`src/pkg/pdp_defs.svh`:
```
// constants of the process data bit packer
// Notes on behaviour
// - once the packing is configured, every channel of every module in a packed block gets one fixed bit position in that block's shared byte.
// - four two-channel input modules sharing a byte take bits 0-1, 2-3, 4-5 and 6-7 in order, with channel one on the lower bit.
// - in standard representation a module may join a packed block only when its length equals that of the block's first module.
// - in standard representation two same-direction modules are not packed together when a same-direction digital module of another length sits between them.
// - in standard representation a replacement module must keep the same length because the bit positions in the shared byte are fixed.
// - in typified representation following modules may have other lengths and their bits are placed contiguously after the previous module.
// - without packing every digital module gets a whole byte of its own, starting at bit 0.
// - the process data of one packed block never exceeds one byte; bits are appended until the byte is full.
`ifndef PDP_DEFS_SVH
`define PDP_DEFS_SVH

`define PDP_NSLOT 8
`define PDP_BYTE_W 8
`define PDP_FIFO_DEPTH 8
`define PDP_DIR_IN 1'b0
`define PDP_DIR_OUT 1'b1
`define PDP_LEN_WORD 4'h0
`define PDP_LEN_MAX 4'h8
`define PDP_FULL_BYTE 5'h08
`define PDP_ALL_ONES 8'hff
`define PDP_LAST_SLOT 3'h7

`endif

```
`src/pkg/pdp_pkg.sv`:
```
// types shared by the process data bit packer
`include "pdp_defs.svh"
package pdp_pkg;
	typedef struct packed {
		logic dir;
		logic join_prev;
		logic [3:0] len;
	} pdp_slot_cfg_t;

	typedef struct packed {
		logic word;
		logic refused;
		logic [2:0] byte_idx;
		logic [2:0] pos;
	} pdp_slot_map_t;

	typedef enum logic [3:0] {
		PDP_IDLE = 4'b0001,
		PDP_MAP = 4'b0010,
		PDP_READY = 4'b0100,
		PDP_EMIT = 4'b1000
	} pdp_state_t;
endpackage

```
`src/core/pdp_fifo.sv`:
```
// flop based fifo with valid/ready on both sides
`timescale 1ns/1ps
module pdp_fifo #(
	parameter int WIDTH = 8,
	parameter int DEPTH = 8
) (
	input wire logic sys_clk_i,
	input wire logic arst_n_i,
	input wire logic ce_i,
	input wire logic in_valid_i,
	input wire logic [WIDTH-1:0] in_data_i,
	output logic in_ready_o,
	output logic out_valid_o,
	output logic [WIDTH-1:0] out_data_o,
	input wire logic out_ready_i
);
	localparam int AW = (DEPTH > 1) ? $clog2(DEPTH) : 1;
	localparam int CW = $clog2(DEPTH + 1);
	localparam logic [AW-1:0] LAST = AW'(DEPTH - 1);
	localparam logic [CW-1:0] FULL = CW'(DEPTH);

	typedef struct packed {
		logic [DEPTH-1:0][WIDTH-1:0] mem;
		logic [AW-1:0] wr;
		logic [AW-1:0] rd;
		logic [CW-1:0] cnt;
	} pdp_fifo_state_t;

	pdp_fifo_state_t q;
	pdp_fifo_state_t next_q;
	logic push;
	logic pop;

	assign in_ready_o = (q.cnt != FULL);
	assign out_valid_o = (q.cnt != '0);
	assign out_data_o = q.mem[q.rd];
	assign push = in_valid_i && in_ready_o;
	assign pop = out_valid_o && out_ready_i;

	always_comb begin
		next_q = q;
		if (push) begin
			next_q.mem[q.wr] = in_data_i;
			next_q.wr = (q.wr == LAST) ? '0 : q.wr + 1'b1;
		end
		if (pop) begin
			next_q.rd = (q.rd == LAST) ? '0 : q.rd + 1'b1;
		end
		if (push && !pop) begin
			next_q.cnt = q.cnt + 1'b1;
		end else if (pop && !push) begin
			next_q.cnt = q.cnt - 1'b1;
		end
	end

	always_ff @(posedge sys_clk_i or negedge arst_n_i) begin
		if (!arst_n_i) begin
			q <= '0;
		end else if (ce_i) begin
			q <= next_q;
		end
	end

	property p_fifo_no_overrun;
		@(posedge sys_clk_i) disable iff (!arst_n_i)
		(q.cnt == FULL) && ce_i && !out_ready_i |=> (q.cnt == FULL) && !in_ready_o;
	endproperty
	a_fifo_no_overrun: assert property (p_fifo_no_overrun) else $error("fifo count moved while full");
endmodule

```
`src/core/pdp_packer.sv`:
```
// bit packer mapping 1-bit module channels into packed process data bytes
`timescale 1ns/1ps
`include "pdp_defs.svh"
module pdp_packer (
	input wire logic sys_clk_i,
	input wire logic arst_n_i,
	input wire logic ce_i,
	input wire logic cfg_load_i,
	input wire logic cfg_pack_en_i,
	input wire logic cfg_typified_i,
	input wire pdp_pkg::pdp_slot_cfg_t [`PDP_NSLOT-1:0] cfg_slots_i,
	input wire logic [`PDP_NSLOT-1:0][`PDP_BYTE_W-1:0] mod_in_bits_i,
	input wire logic cyc_start_i,
	output logic pd_in_valid_o,
	output logic [`PDP_BYTE_W-1:0] pd_in_data_o,
	input wire logic pd_in_ready_i,
	input wire logic pd_out_we_i,
	input wire logic [2:0] pd_out_idx_i,
	input wire logic [`PDP_BYTE_W-1:0] pd_out_data_i,
	output logic [`PDP_NSLOT-1:0][`PDP_BYTE_W-1:0] mod_out_bits_o,
	output logic map_ready_o,
	output logic [`PDP_NSLOT-1:0] cfg_refused_o,
	output logic [3:0] in_bytes_o,
	output logic [3:0] out_bytes_o
);
	typedef struct packed {
		pdp_pkg::pdp_state_t st;
		logic typ;
		logic pack;
		pdp_pkg::pdp_slot_cfg_t [`PDP_NSLOT-1:0] cfg;
		pdp_pkg::pdp_slot_map_t [`PDP_NSLOT-1:0] map;
		logic [2:0] slot;
		logic [1:0] open;
		logic [1:0][3:0] fill;
		logic [1:0][3:0] orig;
		logic [1:0][3:0] nbytes;
		logic [1:0][2:0] cur;
		logic [2:0] emit;
		logic [`PDP_NSLOT-1:0][`PDP_BYTE_W-1:0] outb;
	} pdp_pack_state_t;

	pdp_pack_state_t q;
	pdp_pack_state_t next_q;
	logic push_valid;
	logic [`PDP_BYTE_W-1:0] push_data;
	logic push_ready;

	// ==========================================================
	// helpers
	function automatic logic [`PDP_BYTE_W-1:0] pdp_mask(input logic [3:0] len);
		pdp_mask = `PDP_ALL_ONES >> (`PDP_LEN_MAX - len);
	endfunction

	function automatic logic pdp_digital(input pdp_pkg::pdp_slot_cfg_t c);
		pdp_digital = (c.len != `PDP_LEN_WORD) && (c.len <= `PDP_LEN_MAX);
	endfunction

	// collects every input module mapped to one byte at its own bit position
	function automatic logic [`PDP_BYTE_W-1:0] pdp_gather(
		input pdp_pkg::pdp_slot_cfg_t [`PDP_NSLOT-1:0] cfg,
		input pdp_pkg::pdp_slot_map_t [`PDP_NSLOT-1:0] map,
		input logic [`PDP_NSLOT-1:0][`PDP_BYTE_W-1:0] bits,
		input logic [2:0] idx);
		logic [`PDP_BYTE_W-1:0] acc;
		acc = '0;
		for (int s = 0; s < `PDP_NSLOT; s++) begin
			if (!map[s].word && cfg[s].dir == `PDP_DIR_IN && map[s].byte_idx == idx) begin
				acc = acc | ((bits[s] & pdp_mask(cfg[s].len)) << map[s].pos);
			end
		end
		pdp_gather = acc;
	endfunction

	// ==========================================================
	// next state
	always_comb begin
		logic d;
		logic fits;
		logic join_ok;
		pdp_pkg::pdp_slot_cfg_t c;
		d = 1'b0;
		fits = 1'b0;
		join_ok = 1'b0;
		c = q.cfg[q.slot];
		next_q = q;
		push_valid = 1'b0;
		push_data = pdp_gather(q.cfg, q.map, mod_in_bits_i, q.emit);
		unique case (q.st)
			pdp_pkg::PDP_IDLE, pdp_pkg::PDP_READY: begin
				if (cfg_load_i) begin
					next_q.st = pdp_pkg::PDP_MAP;
					next_q.typ = cfg_typified_i;
					next_q.pack = cfg_pack_en_i;
					next_q.cfg = cfg_slots_i;
					next_q.map = '0;
					next_q.slot = '0;
					next_q.open = '0;
					next_q.fill = '0;
					next_q.orig = '0;
					next_q.nbytes = '0;
					next_q.cur = '0;
				end else if (q.st == pdp_pkg::PDP_READY && cyc_start_i
						&& q.nbytes[`PDP_DIR_IN] != 4'h0) begin
					next_q.st = pdp_pkg::PDP_EMIT;
					next_q.emit = '0;
				end
			end
			pdp_pkg::PDP_MAP: begin
				d = c.dir;
				if (!pdp_digital(c)) begin
					// word wide modules stay outside the packed byte space
					next_q.map[q.slot].word = 1'b1;
				end else begin
					fits = ({1'b0, q.fill[d]} + {1'b0, c.len}) <= `PDP_FULL_BYTE;
					// the equal length check also rejects a join across a different length
					// digital module, since that module opened the current block
					join_ok = q.pack && c.join_prev && q.open[d] && fits
						&& (q.typ || c.len == q.orig[d]);
					next_q.map[q.slot].refused = q.pack && c.join_prev && q.open[d] && !join_ok;
					if (join_ok) begin
						next_q.map[q.slot].byte_idx = q.cur[d];
						next_q.map[q.slot].pos = q.fill[d][2:0];
						next_q.fill[d] = q.fill[d] + c.len;
					end else begin
						next_q.map[q.slot].byte_idx = q.nbytes[d][2:0];
						next_q.map[q.slot].pos = '0;
						next_q.cur[d] = q.nbytes[d][2:0];
						next_q.nbytes[d] = q.nbytes[d] + 4'h1;
						next_q.fill[d] = c.len;
						next_q.orig[d] = c.len;
						next_q.open[d] = q.pack;
					end
				end
				if (q.slot == `PDP_LAST_SLOT) begin
					next_q.st = pdp_pkg::PDP_READY;
				end else begin
					next_q.slot = q.slot + 3'h1;
				end
			end
			pdp_pkg::PDP_EMIT: begin
				push_valid = 1'b1;
				if (push_ready) begin
					next_q.emit = q.emit + 3'h1;
					if ({1'b0, q.emit} == q.nbytes[`PDP_DIR_IN] - 4'h1) begin
						next_q.st = pdp_pkg::PDP_READY;
					end
				end
			end
		endcase
		// output bytes are scattered only while the map is valid and frozen
		if ((q.st == pdp_pkg::PDP_READY || q.st == pdp_pkg::PDP_EMIT) && pd_out_we_i) begin
			for (int s = 0; s < `PDP_NSLOT; s++) begin
				if (!q.map[s].word && q.cfg[s].dir == `PDP_DIR_OUT
						&& q.map[s].byte_idx == pd_out_idx_i) begin
					next_q.outb[s] = (pd_out_data_i >> q.map[s].pos) & pdp_mask(q.cfg[s].len);
				end
			end
		end
	end

	always_ff @(posedge sys_clk_i or negedge arst_n_i) begin
		if (!arst_n_i) begin
			q <= '0;
			q.st <= pdp_pkg::PDP_IDLE;
		end else if (ce_i) begin
			q <= next_q;
		end
	end

	// ==========================================================
	// outward buffering
	pdp_fifo #(
		.WIDTH(`PDP_BYTE_W),
		.DEPTH(`PDP_FIFO_DEPTH)
	) u_fifo (
		.sys_clk_i(sys_clk_i),
		.arst_n_i(arst_n_i),
		.ce_i(ce_i),
		.in_valid_i(push_valid),
		.in_data_i(push_data),
		.in_ready_o(push_ready),
		.out_valid_o(pd_in_valid_o),
		.out_data_o(pd_in_data_o),
		.out_ready_i(pd_in_ready_i)
	);

	assign mod_out_bits_o = q.outb;
	assign map_ready_o = (q.st == pdp_pkg::PDP_READY) || (q.st == pdp_pkg::PDP_EMIT);
	assign in_bytes_o = q.nbytes[`PDP_DIR_IN];
	assign out_bytes_o = q.nbytes[`PDP_DIR_OUT];
	always_comb begin
		for (int s = 0; s < `PDP_NSLOT; s++) begin
			cfg_refused_o[s] = q.map[s].refused;
		end
	end

	// ==========================================================
	// checks
	function automatic logic chk_fit(input pdp_pack_state_t x);
		chk_fit = 1'b1;
		for (int s = 0; s < `PDP_NSLOT; s++) begin
			if (!x.map[s].word && ({2'b00, x.map[s].pos} + {1'b0, x.cfg[s].len}) > `PDP_FULL_BYTE) begin
				chk_fit = 1'b0;
			end
		end
	endfunction

	function automatic logic chk_unpacked(input pdp_pack_state_t x);
		chk_unpacked = 1'b1;
		for (int s = 0; s < `PDP_NSLOT; s++) begin
			if (x.map[s].pos != '0 || x.map[s].refused) begin
				chk_unpacked = 1'b0;
			end
		end
	endfunction

	property p_load_maps;
		@(posedge sys_clk_i) disable iff (!arst_n_i)
		ce_i && cfg_load_i && q.st == pdp_pkg::PDP_READY |=> q.st == pdp_pkg::PDP_MAP;
	endproperty
	a_load_maps: assert property (p_load_maps) else $error("load did not start mapping");

	property p_map_bounded;
		@(posedge sys_clk_i) disable iff (!arst_n_i)
		$rose(q.st == pdp_pkg::PDP_MAP) && ce_i |-> ##[1:64] q.st == pdp_pkg::PDP_READY;
	endproperty
	a_map_bounded: assert property (p_map_bounded) else $error("mapping did not finish");

	property p_frozen;
		@(posedge sys_clk_i) disable iff (!arst_n_i)
		map_ready_o && !cfg_load_i |=> $stable(q.map) && $stable(q.cfg);
	endproperty
	a_frozen: assert property (p_frozen) else $error("bit map changed without reload");

	property p_fit;
		@(posedge sys_clk_i) disable iff (!arst_n_i)
		map_ready_o |-> chk_fit(q);
	endproperty
	a_fit: assert property (p_fit) else $error("packed block exceeds one byte");

	property p_unpacked;
		@(posedge sys_clk_i) disable iff (!arst_n_i)
		map_ready_o && !q.pack |-> chk_unpacked(q);
	endproperty
	a_unpacked: assert property (p_unpacked) else $error("unpacked module not at bit 0");

	property p_std_equal;
		@(posedge sys_clk_i) disable iff (!arst_n_i)
		map_ready_o && !q.typ && q.map[1].pos != '0 |->
			q.cfg[1].len == q.cfg[0].len && q.map[1].pos == q.cfg[0].len[2:0];
	endproperty
	a_std_equal: assert property (p_std_equal) else $error("standard block with unequal lengths");

	property p_typ_contig;
		@(posedge sys_clk_i) disable iff (!arst_n_i)
		map_ready_o && q.map[1].pos != '0 |-> q.map[1].pos == q.cfg[0].len[2:0]
			&& q.map[1].byte_idx == q.map[0].byte_idx;
	endproperty
	a_typ_contig: assert property (p_typ_contig) else $error("joined bits not contiguous");

	property p_scatter;
		@(posedge sys_clk_i) disable iff (!arst_n_i)
		ce_i && map_ready_o && pd_out_we_i && !q.map[0].word && q.cfg[0].dir == `PDP_DIR_OUT
			&& q.map[0].byte_idx == pd_out_idx_i |=>
			mod_out_bits_o[0] == (($past(pd_out_data_i) >> q.map[0].pos) & pdp_mask(q.cfg[0].len));
	endproperty
	a_scatter: assert property (p_scatter) else $error("output bits not taken from their position");

	property p_refused_new_byte;
		@(posedge sys_clk_i) disable iff (!arst_n_i)
		map_ready_o && q.map[1].refused |-> q.map[1].pos == '0
			&& q.map[1].byte_idx != q.map[0].byte_idx;
	endproperty
	a_refused_new_byte: assert property (p_refused_new_byte) else $error("refused module was packed");
endmodule

```
`config.mk`:
```
export PLATFORM = sky130hd
export DESIGN_NAME = pdp_packer
export DESIGN_NICKNAME = d
export VERILOG_FILES = /design/src/pkg/pdp_pkg.sv /design/src/core/pdp_fifo.sv /design/src/core/pdp_packer.sv
export VERILOG_INCLUDE_DIRS = /design/src /design/src/pkg
export SDC_FILE = /design/constraint.sdc
export NUM_CORES = 1
export LEC_CHECK = 0
export BUFFER_PORTS_ARGS = -buffer_cell sky130_fd_sc_hd__clkbuf_2
export CORE_MARGIN = 5
export CORE_UTILIZATION = 45
export CTS_CLUSTER_SIZE = 25
export DETAILED_ROUTE_END_ITERATION = 10
export GPL_TIMING_DRIVEN = 0
export MAX_ROUTING_LAYER = met4
export PLACE_DENSITY = 0.63
export SYNTH_ARGS = -nofsm -noshare
export SYNTH_HDL_FRONTEND = slang
export SYNTH_HIERARCHICAL = 1
export SYNTH_SLANG_ARGS = --single-unit
```
`constraint.sdc`:
```
create_clock -name sys_clk_i -period 11.1 [get_ports sys_clk_i]
set_input_delay 2.22 -clock sys_clk_i [delete_from_list [all_inputs] [get_ports sys_clk_i]]
set_output_delay 2.22 -clock sys_clk_i [all_outputs]
set_load 0.03 [all_outputs]
```
After elaboration in Yosys (flattened, before gate mapping):

Cells that the tools add are included.
Widths: inputs -> output; s select.

* bits in registers: 294
* input bits: 132
* output and inout bits: 90
* word-level logic and storage cells: 368

* add/sub/neg operators: 18
* $lt $le $gt $ge: 9
* eq/ne operators: 36
* shift operators: 24
* muxes and demuxes: 75
* bitwise logic cells: 31
* reduce and logical (&&, ||, !) cells: 86

Operators by type and width (number)
* $bwmux 64: 7
* $pmux 99 s2: 1
* $and 8x8->8: 16
* $mux 64: 2
* $demux 8 s3: 5
* $mux 99: 1
* $mux 8: 12
* $shl 8x3->8: 8
* $shr 8x3->8: 8
* $shr 8x4->8 const A: 8
* $mux 4: 14
* $or 8x8->8: 7
* $eq 3x3->1: 16
* $logic_and 1x1->1: 48
* $bwmux 8: 4
* $mux 32: 1
* $sub 4x4->4 const A: 8
* $mux 3: 10
* $reduce_and 3->1: 10
* $bmux 8 s3: 1
* $mux 22: 1
* $bmux 6 s3: 1
* $ne 2x2->1 const B: 8
* $reduce_and 5->1: 3
* 40 further kinds: 79

Depth between registers and ports, before layout:

* depth in word-level cells: 20
* mapped depth: 17
* gate-level depth less buffers: 15

Cells and area by module:

The synthesis kept the hierarchy.

By module, submodules not included
* pdp_packer: times used 1, cells each 1940, area an instance 16304.4 µm², sequential area each 5506.5 µm²
* pdp_fifo: times used 1, cells each 227, area an instance 3642.2 µm², sequential area each 1851.8 µm²

Least setup slack after synthesis:

Ideal clock, no wire load.

* kind: register to register
* start: reg q[99] in the netlist's numbering
* end: reg q[86] in the netlist's numbering
* setup time: 0.119 ns
* arrival time: 4.117 ns
* required time: 10.981 ns
* path slack: 6.864 ns
* cell stages (with the launch flop): 17
* path buffers: 2
* period minus slack after synthesis: 4.236 ns
* cell sequence: dfrtp_1 clkbuf_2 or2_1 o22a_1 nand2_1 buf_2 nand2_1 nand2_1 ha_1 inv_1 fa_1 xor2_1 nand3b_1 a211oi_1 nand2_1 o211ai_1 a21bo_2

* word-level cells in the longest chain between the ends: 10
* elaborated cells between the ends (all ways): 31
* classes of those cells: add/sub: 1; order compare: 4; eq/ne: 3; mux: 14; reduce/logical: 9

Ends and longest elaborated chain
* from (decl): RTL line pdp_packer.sv:42 `pdp_pack_state_t q;`
* from (signal assigned): RTL line pdp_packer.sv:166 `q <= next_q;`
* $bmux 6 s3 (*): RTL line pdp_packer.sv:84 `c = q.cfg[q.slot];`
* $mux 6 (not written as such) (*): RTL line pdp_packer.sv:84
* $mux 4 (not written as such) (tied with other cells): RTL line pdp_packer.sv:114 `` fits = ({1'b0, q.fill[d]} + {1'b0, c.len}) <= `PDP_FULL_BYTE; ``
* $mux 4 (not written as such) / $logic_and 1x1->1 (equally long branches): RTL line pdp_packer.sv:114, pdp_packer.sv:130
* $add 4x4->5 / $mux 4 (equally long branches): RTL line pdp_packer.sv:114, pdp_packer.sv:130
* $le 5x4->1 (no line) / $demux 4 s1 (equally long branches)
* $logic_and 1x1->1 / $bwmux 8 (equally long branches): RTL line pdp_packer.sv:117, pdp_packer.sv:130
* $logic_and 1x1->1 / $mux 22 (equally long branches): RTL line pdp_packer.sv:118, pdp_packer.sv:120
* $ne 2x2->1 (no line) / $mux 32 (equally long branches)
* $reduce_and 5->1 (no line) / $pmux 99 s2 (equally long branches)

Mark *: on every way between the ends. The rest lies on a longest branch, timed or not. The select of a mux whose other input is x is not followed.
A chain may end at the register's enable or synchronous reset.

Final worst setup path:

* start: reg q[101] in the netlist's numbering
* end: reg q[86] in the netlist's numbering

Same word-level chain as after synthesis.

==> flow_summary.json <==
{
  "io_buffers": 215,
  "clkTransAtPathRegs_ps": 60,
  "hold_start": "q[170]$_DFFE_PN0P_",
  "drt_iter0_markers": 1978,
  "critPathLaunch": "q[101]$_DFFE_PN0P_",
  "power.share.clock_pct": 20.7,
  "die_area_mm2": 0.04864,
  "whs_path_depth": 2,
  "grt_pass1_vias": 17960,
  "root_buffer": "clkbuf_16",
  "grt_pass1_wl_mm": 110.3,
  "p_sw_share_pct": 47.47,
  "wl_met3_mm": 6.010,
  "critPathKind": "reg2reg",
  "max-cap-violations": 0,
  "cp-start-kind": "register",
  "register_area_mm2": 0.007358,
  "synth.avg_cell_area_um2": 9.205,
  "drt_pass1_iterations": 5,
  "initial_core_util_pct": 45.30,
  "cts_hold_buf": 0,
  "power_report.internal_total_mw": 3.251,
  "synth-edff-count": 0,
  "p_switching_mw": 2.937,
  "cts_resized": 0,
  "max_freq_mhz": 174.7,
  "cts_setup_buffers": 0,
  "cts_sinks": 294,
  "stdcell_count": 3044,
  "track_usage_pct": 30.58,
  "die_height_um": 220.5,
  "avgRoutedWirePerCell_um": 24.11,
  "grt_max_degree": 109,
  "final_nets": 2604,
  "required_ps": 11550,
  "tightest_slew_ps": 1248,
  "multiInputGateArea_mm2": 0.01113,
  "syn_area_mm2": 0.01995,
  "viasPerCell": 6.057,
  "outcome": "completed",
  "clock_path_buffers": 3,
  "power.density_mw_per_mm2": 267.3,
  "fp.coreArea_mm2": 0.04403,
  "finalSetupTns_ps": 0,
  "clkLatencyLatePin_ps": 580,
  "pwr-share-seq_pct": 25.7,
  "hold_viol": 0,
  "vdd_drop_max_mv": 0.1890,
  "ioPinCount": 222,
  "gr-total-overflow": 0,
  "ys_types": 108,
  "synth-async-reset-ratio_pct": 100.0,
  "finalSetupViolations": 0,
  "endpoint_kind": "register",
  "synth_fp_nets": 2346,
  "yosysMostFrequentCell": "nand2_1",
  "reg2reg_from": "q[101]$_DFFE_PN0P_",
  "htreeDepth": 2,
  "rr_worst_depth": 16,
  "layout_min_cycle_time_ps": 5724,
  "slew_violations": 0,
  "worstPathArrival_ps": 6180,
  "rsz0062_at_grt": "no",
  "final_util_pct": 52.58,
  "max_slew_margin_pct": 16.31,
  "synthTopCellsByCount": "nand2_1, dfrtp_1, o21ai_0, mux2_2, nor2_1",
  "cts_tree": "done",
  "p_leak_nw": 10.23,
  "fill_cells": 4160,
  "routed.top_layer": "met4",
  "row_count": 77,
  "numCtsBuffers": 37,
  "antenna_found_initial": 0,
  "dp_hpwl_mm": 56.54,
  "synthFlopType": "dfrtp_1",
  "drive_gt1_share_pct": 23.29,
  "num_vias": 18440,
  "yosys.area.top_type": "dfrtp_1",
  "comb_power_share_pct": 53.6,
  "ys_warn_count": 6,
  "synth_seq_cells": 294,
  "die_w_um": 220.5,
  "synth_top_cell_area_share_pct": 36.76,
  "syn_inst": 2167,
  "m1WireLength_mm": 32.34,
  "seq_area_frac_synth_pct": 36.89,
  "synthTopCellsByArea": "dfrtp_1, nand2_1, mux2_2, o21ai_0, mux4_2",
  "wl_met2_mm": 32.49,
  "clock-skew-final_ps": 23.85,
  "ant_nets": 0,
  "finalPower_mw": 6.188,
  "diodes": 0,
  "drc_errors": 0,
  "finalCritPeriodShare_pct": 51.57,
  "gp_congestion": 1.032,
  "crit_fanout": 10,
  "area_delta_synth_final_pct": 16.06,
  "placed_cells": 2978,
  "min_path_type": "reg2reg",
  "wl_mm": 73.39
}
[critical path, cell delays in order, from the launching register on]
cell and delay (ps):
dfrtp_1 530, buf_6 210, nand2_1 180, o22a_1 380, nand2_1 320, buf_2 330, nand2_1 80, nand2_1 140
ha_1 200, inv_1 70, fa_1 460, xor2_1 230, nand3b_1 140, a211oi_1 1040, nand2_1 530, o211ai_1 480
a21bo_2 270
[state kept, by name, indices dropped and copies added (netlist names)]
register,count
out_bytes_o,4
q,140
mod_out_bits_o,64
cfg_refused_o,8
u_fifo/q,74
in_bytes_o,4
[final timing paths]
check                                                 endpoint  slack (ps)
worst max-delay path                         q[86]$_DFFE_PN0P_        5380
worst min-delay path                        q[170]$_DFFE_PN0P_         480
worst max register to register               q[86]$_DFFE_PN0P_        5380
worst min register to register              q[170]$_DFFE_PN0P_         480
max in group asynchronous             u_fifo/q[18]$_DFFE_PN0P_        8450
min in group asynchronous       mod_out_bits_o[48]$_DFFE_PN0P_        1650
[metal layers]
metal	track usage, %	up-vias
li1	-	8334
met1	43.35	9125
met2	45.60	821
met3	4.529	158
met4	9.675	0
met5	-	-
[area by class of cell]
cell class              count  share of cell area (%)
plain buffers             213                   5.167
clock inverters            17                   1.038
well taps                 592                   3.199
flip-flops and latches    294                   31.78
inverters                  71                   1.151
multi-input cells        1589                   48.08
clock buffers              49                   4.502
repair buffers            219                   5.075
[per-stage QoR]
step	hold WS (ps)	worst slack [ps]	area (µm²)
6_report	475.4	5376	23150
5_1_grt	500.3	5202	23150
4_1_cts	480.0	5585	23150
3_5_place_dp	463.8	5602	21870
3_3_place_gp	457.5	1425	21760
2_1_floorplan	438.1	6864	19950
[placed cells by master (no fill, tap or decap), drive strengths merged, types with 19 or more instances in the layout]
master | Yosys | routed
nand2 | 349 | 349
dfrtp | 293 | 293
clkbuf | 93 | 357
ha | 45 | 45
a22o | 34 | 34
a211oi | 29 | 29
xor2 | 21 | 21
nor3b | 19 | 19
nand3 | 47 | 47
nor2 | 93 | 93
nand2b | 36 | 36
mux4 | 29 | 29
a21oi | 60 | 60
mux2 | 100 | 100
nand4 | 30 | 30
nor2b | 34 | 34
xnor2 | 45 | 45
nor3 | 53 | 53
buf | 119 | 123
mux2i | 65 | 65
o21ai | 161 | 161
o41ai | 20 | 20
o31ai | 27 | 27
inv | 69 | 71
[cells by family (layout without fill, tap and decap cells)]
family                   after synthesis  in the layout  synth area share [%]
AND/OR/NAND/NOR                      770            770                 19.66
AO/OA/AOI/OAI                        512            512                 17.96
flip-flops                           294            294                 36.89
buffers and inverters                284            569                 7.333
multiplexers                         194            194                 12.20
XOR/XNOR                              66             66                 2.936
adder cells (fa/ha/maj)               47             47                 3.023
[power groups by stage]
stage	clock network (mW)	logic (mW)	registers [mW]
2_1_floorplan	0	2.27	1.50
3_3_place_gp	0	3.20	1.59
3_5_place_dp	0	3.25	1.60
4_1_cts	1.31	3.26	1.58
5_1_grt	1.35	3.56	1.62
6_report	1.28	3.31	1.59
(Power assumes the default switching activity.)
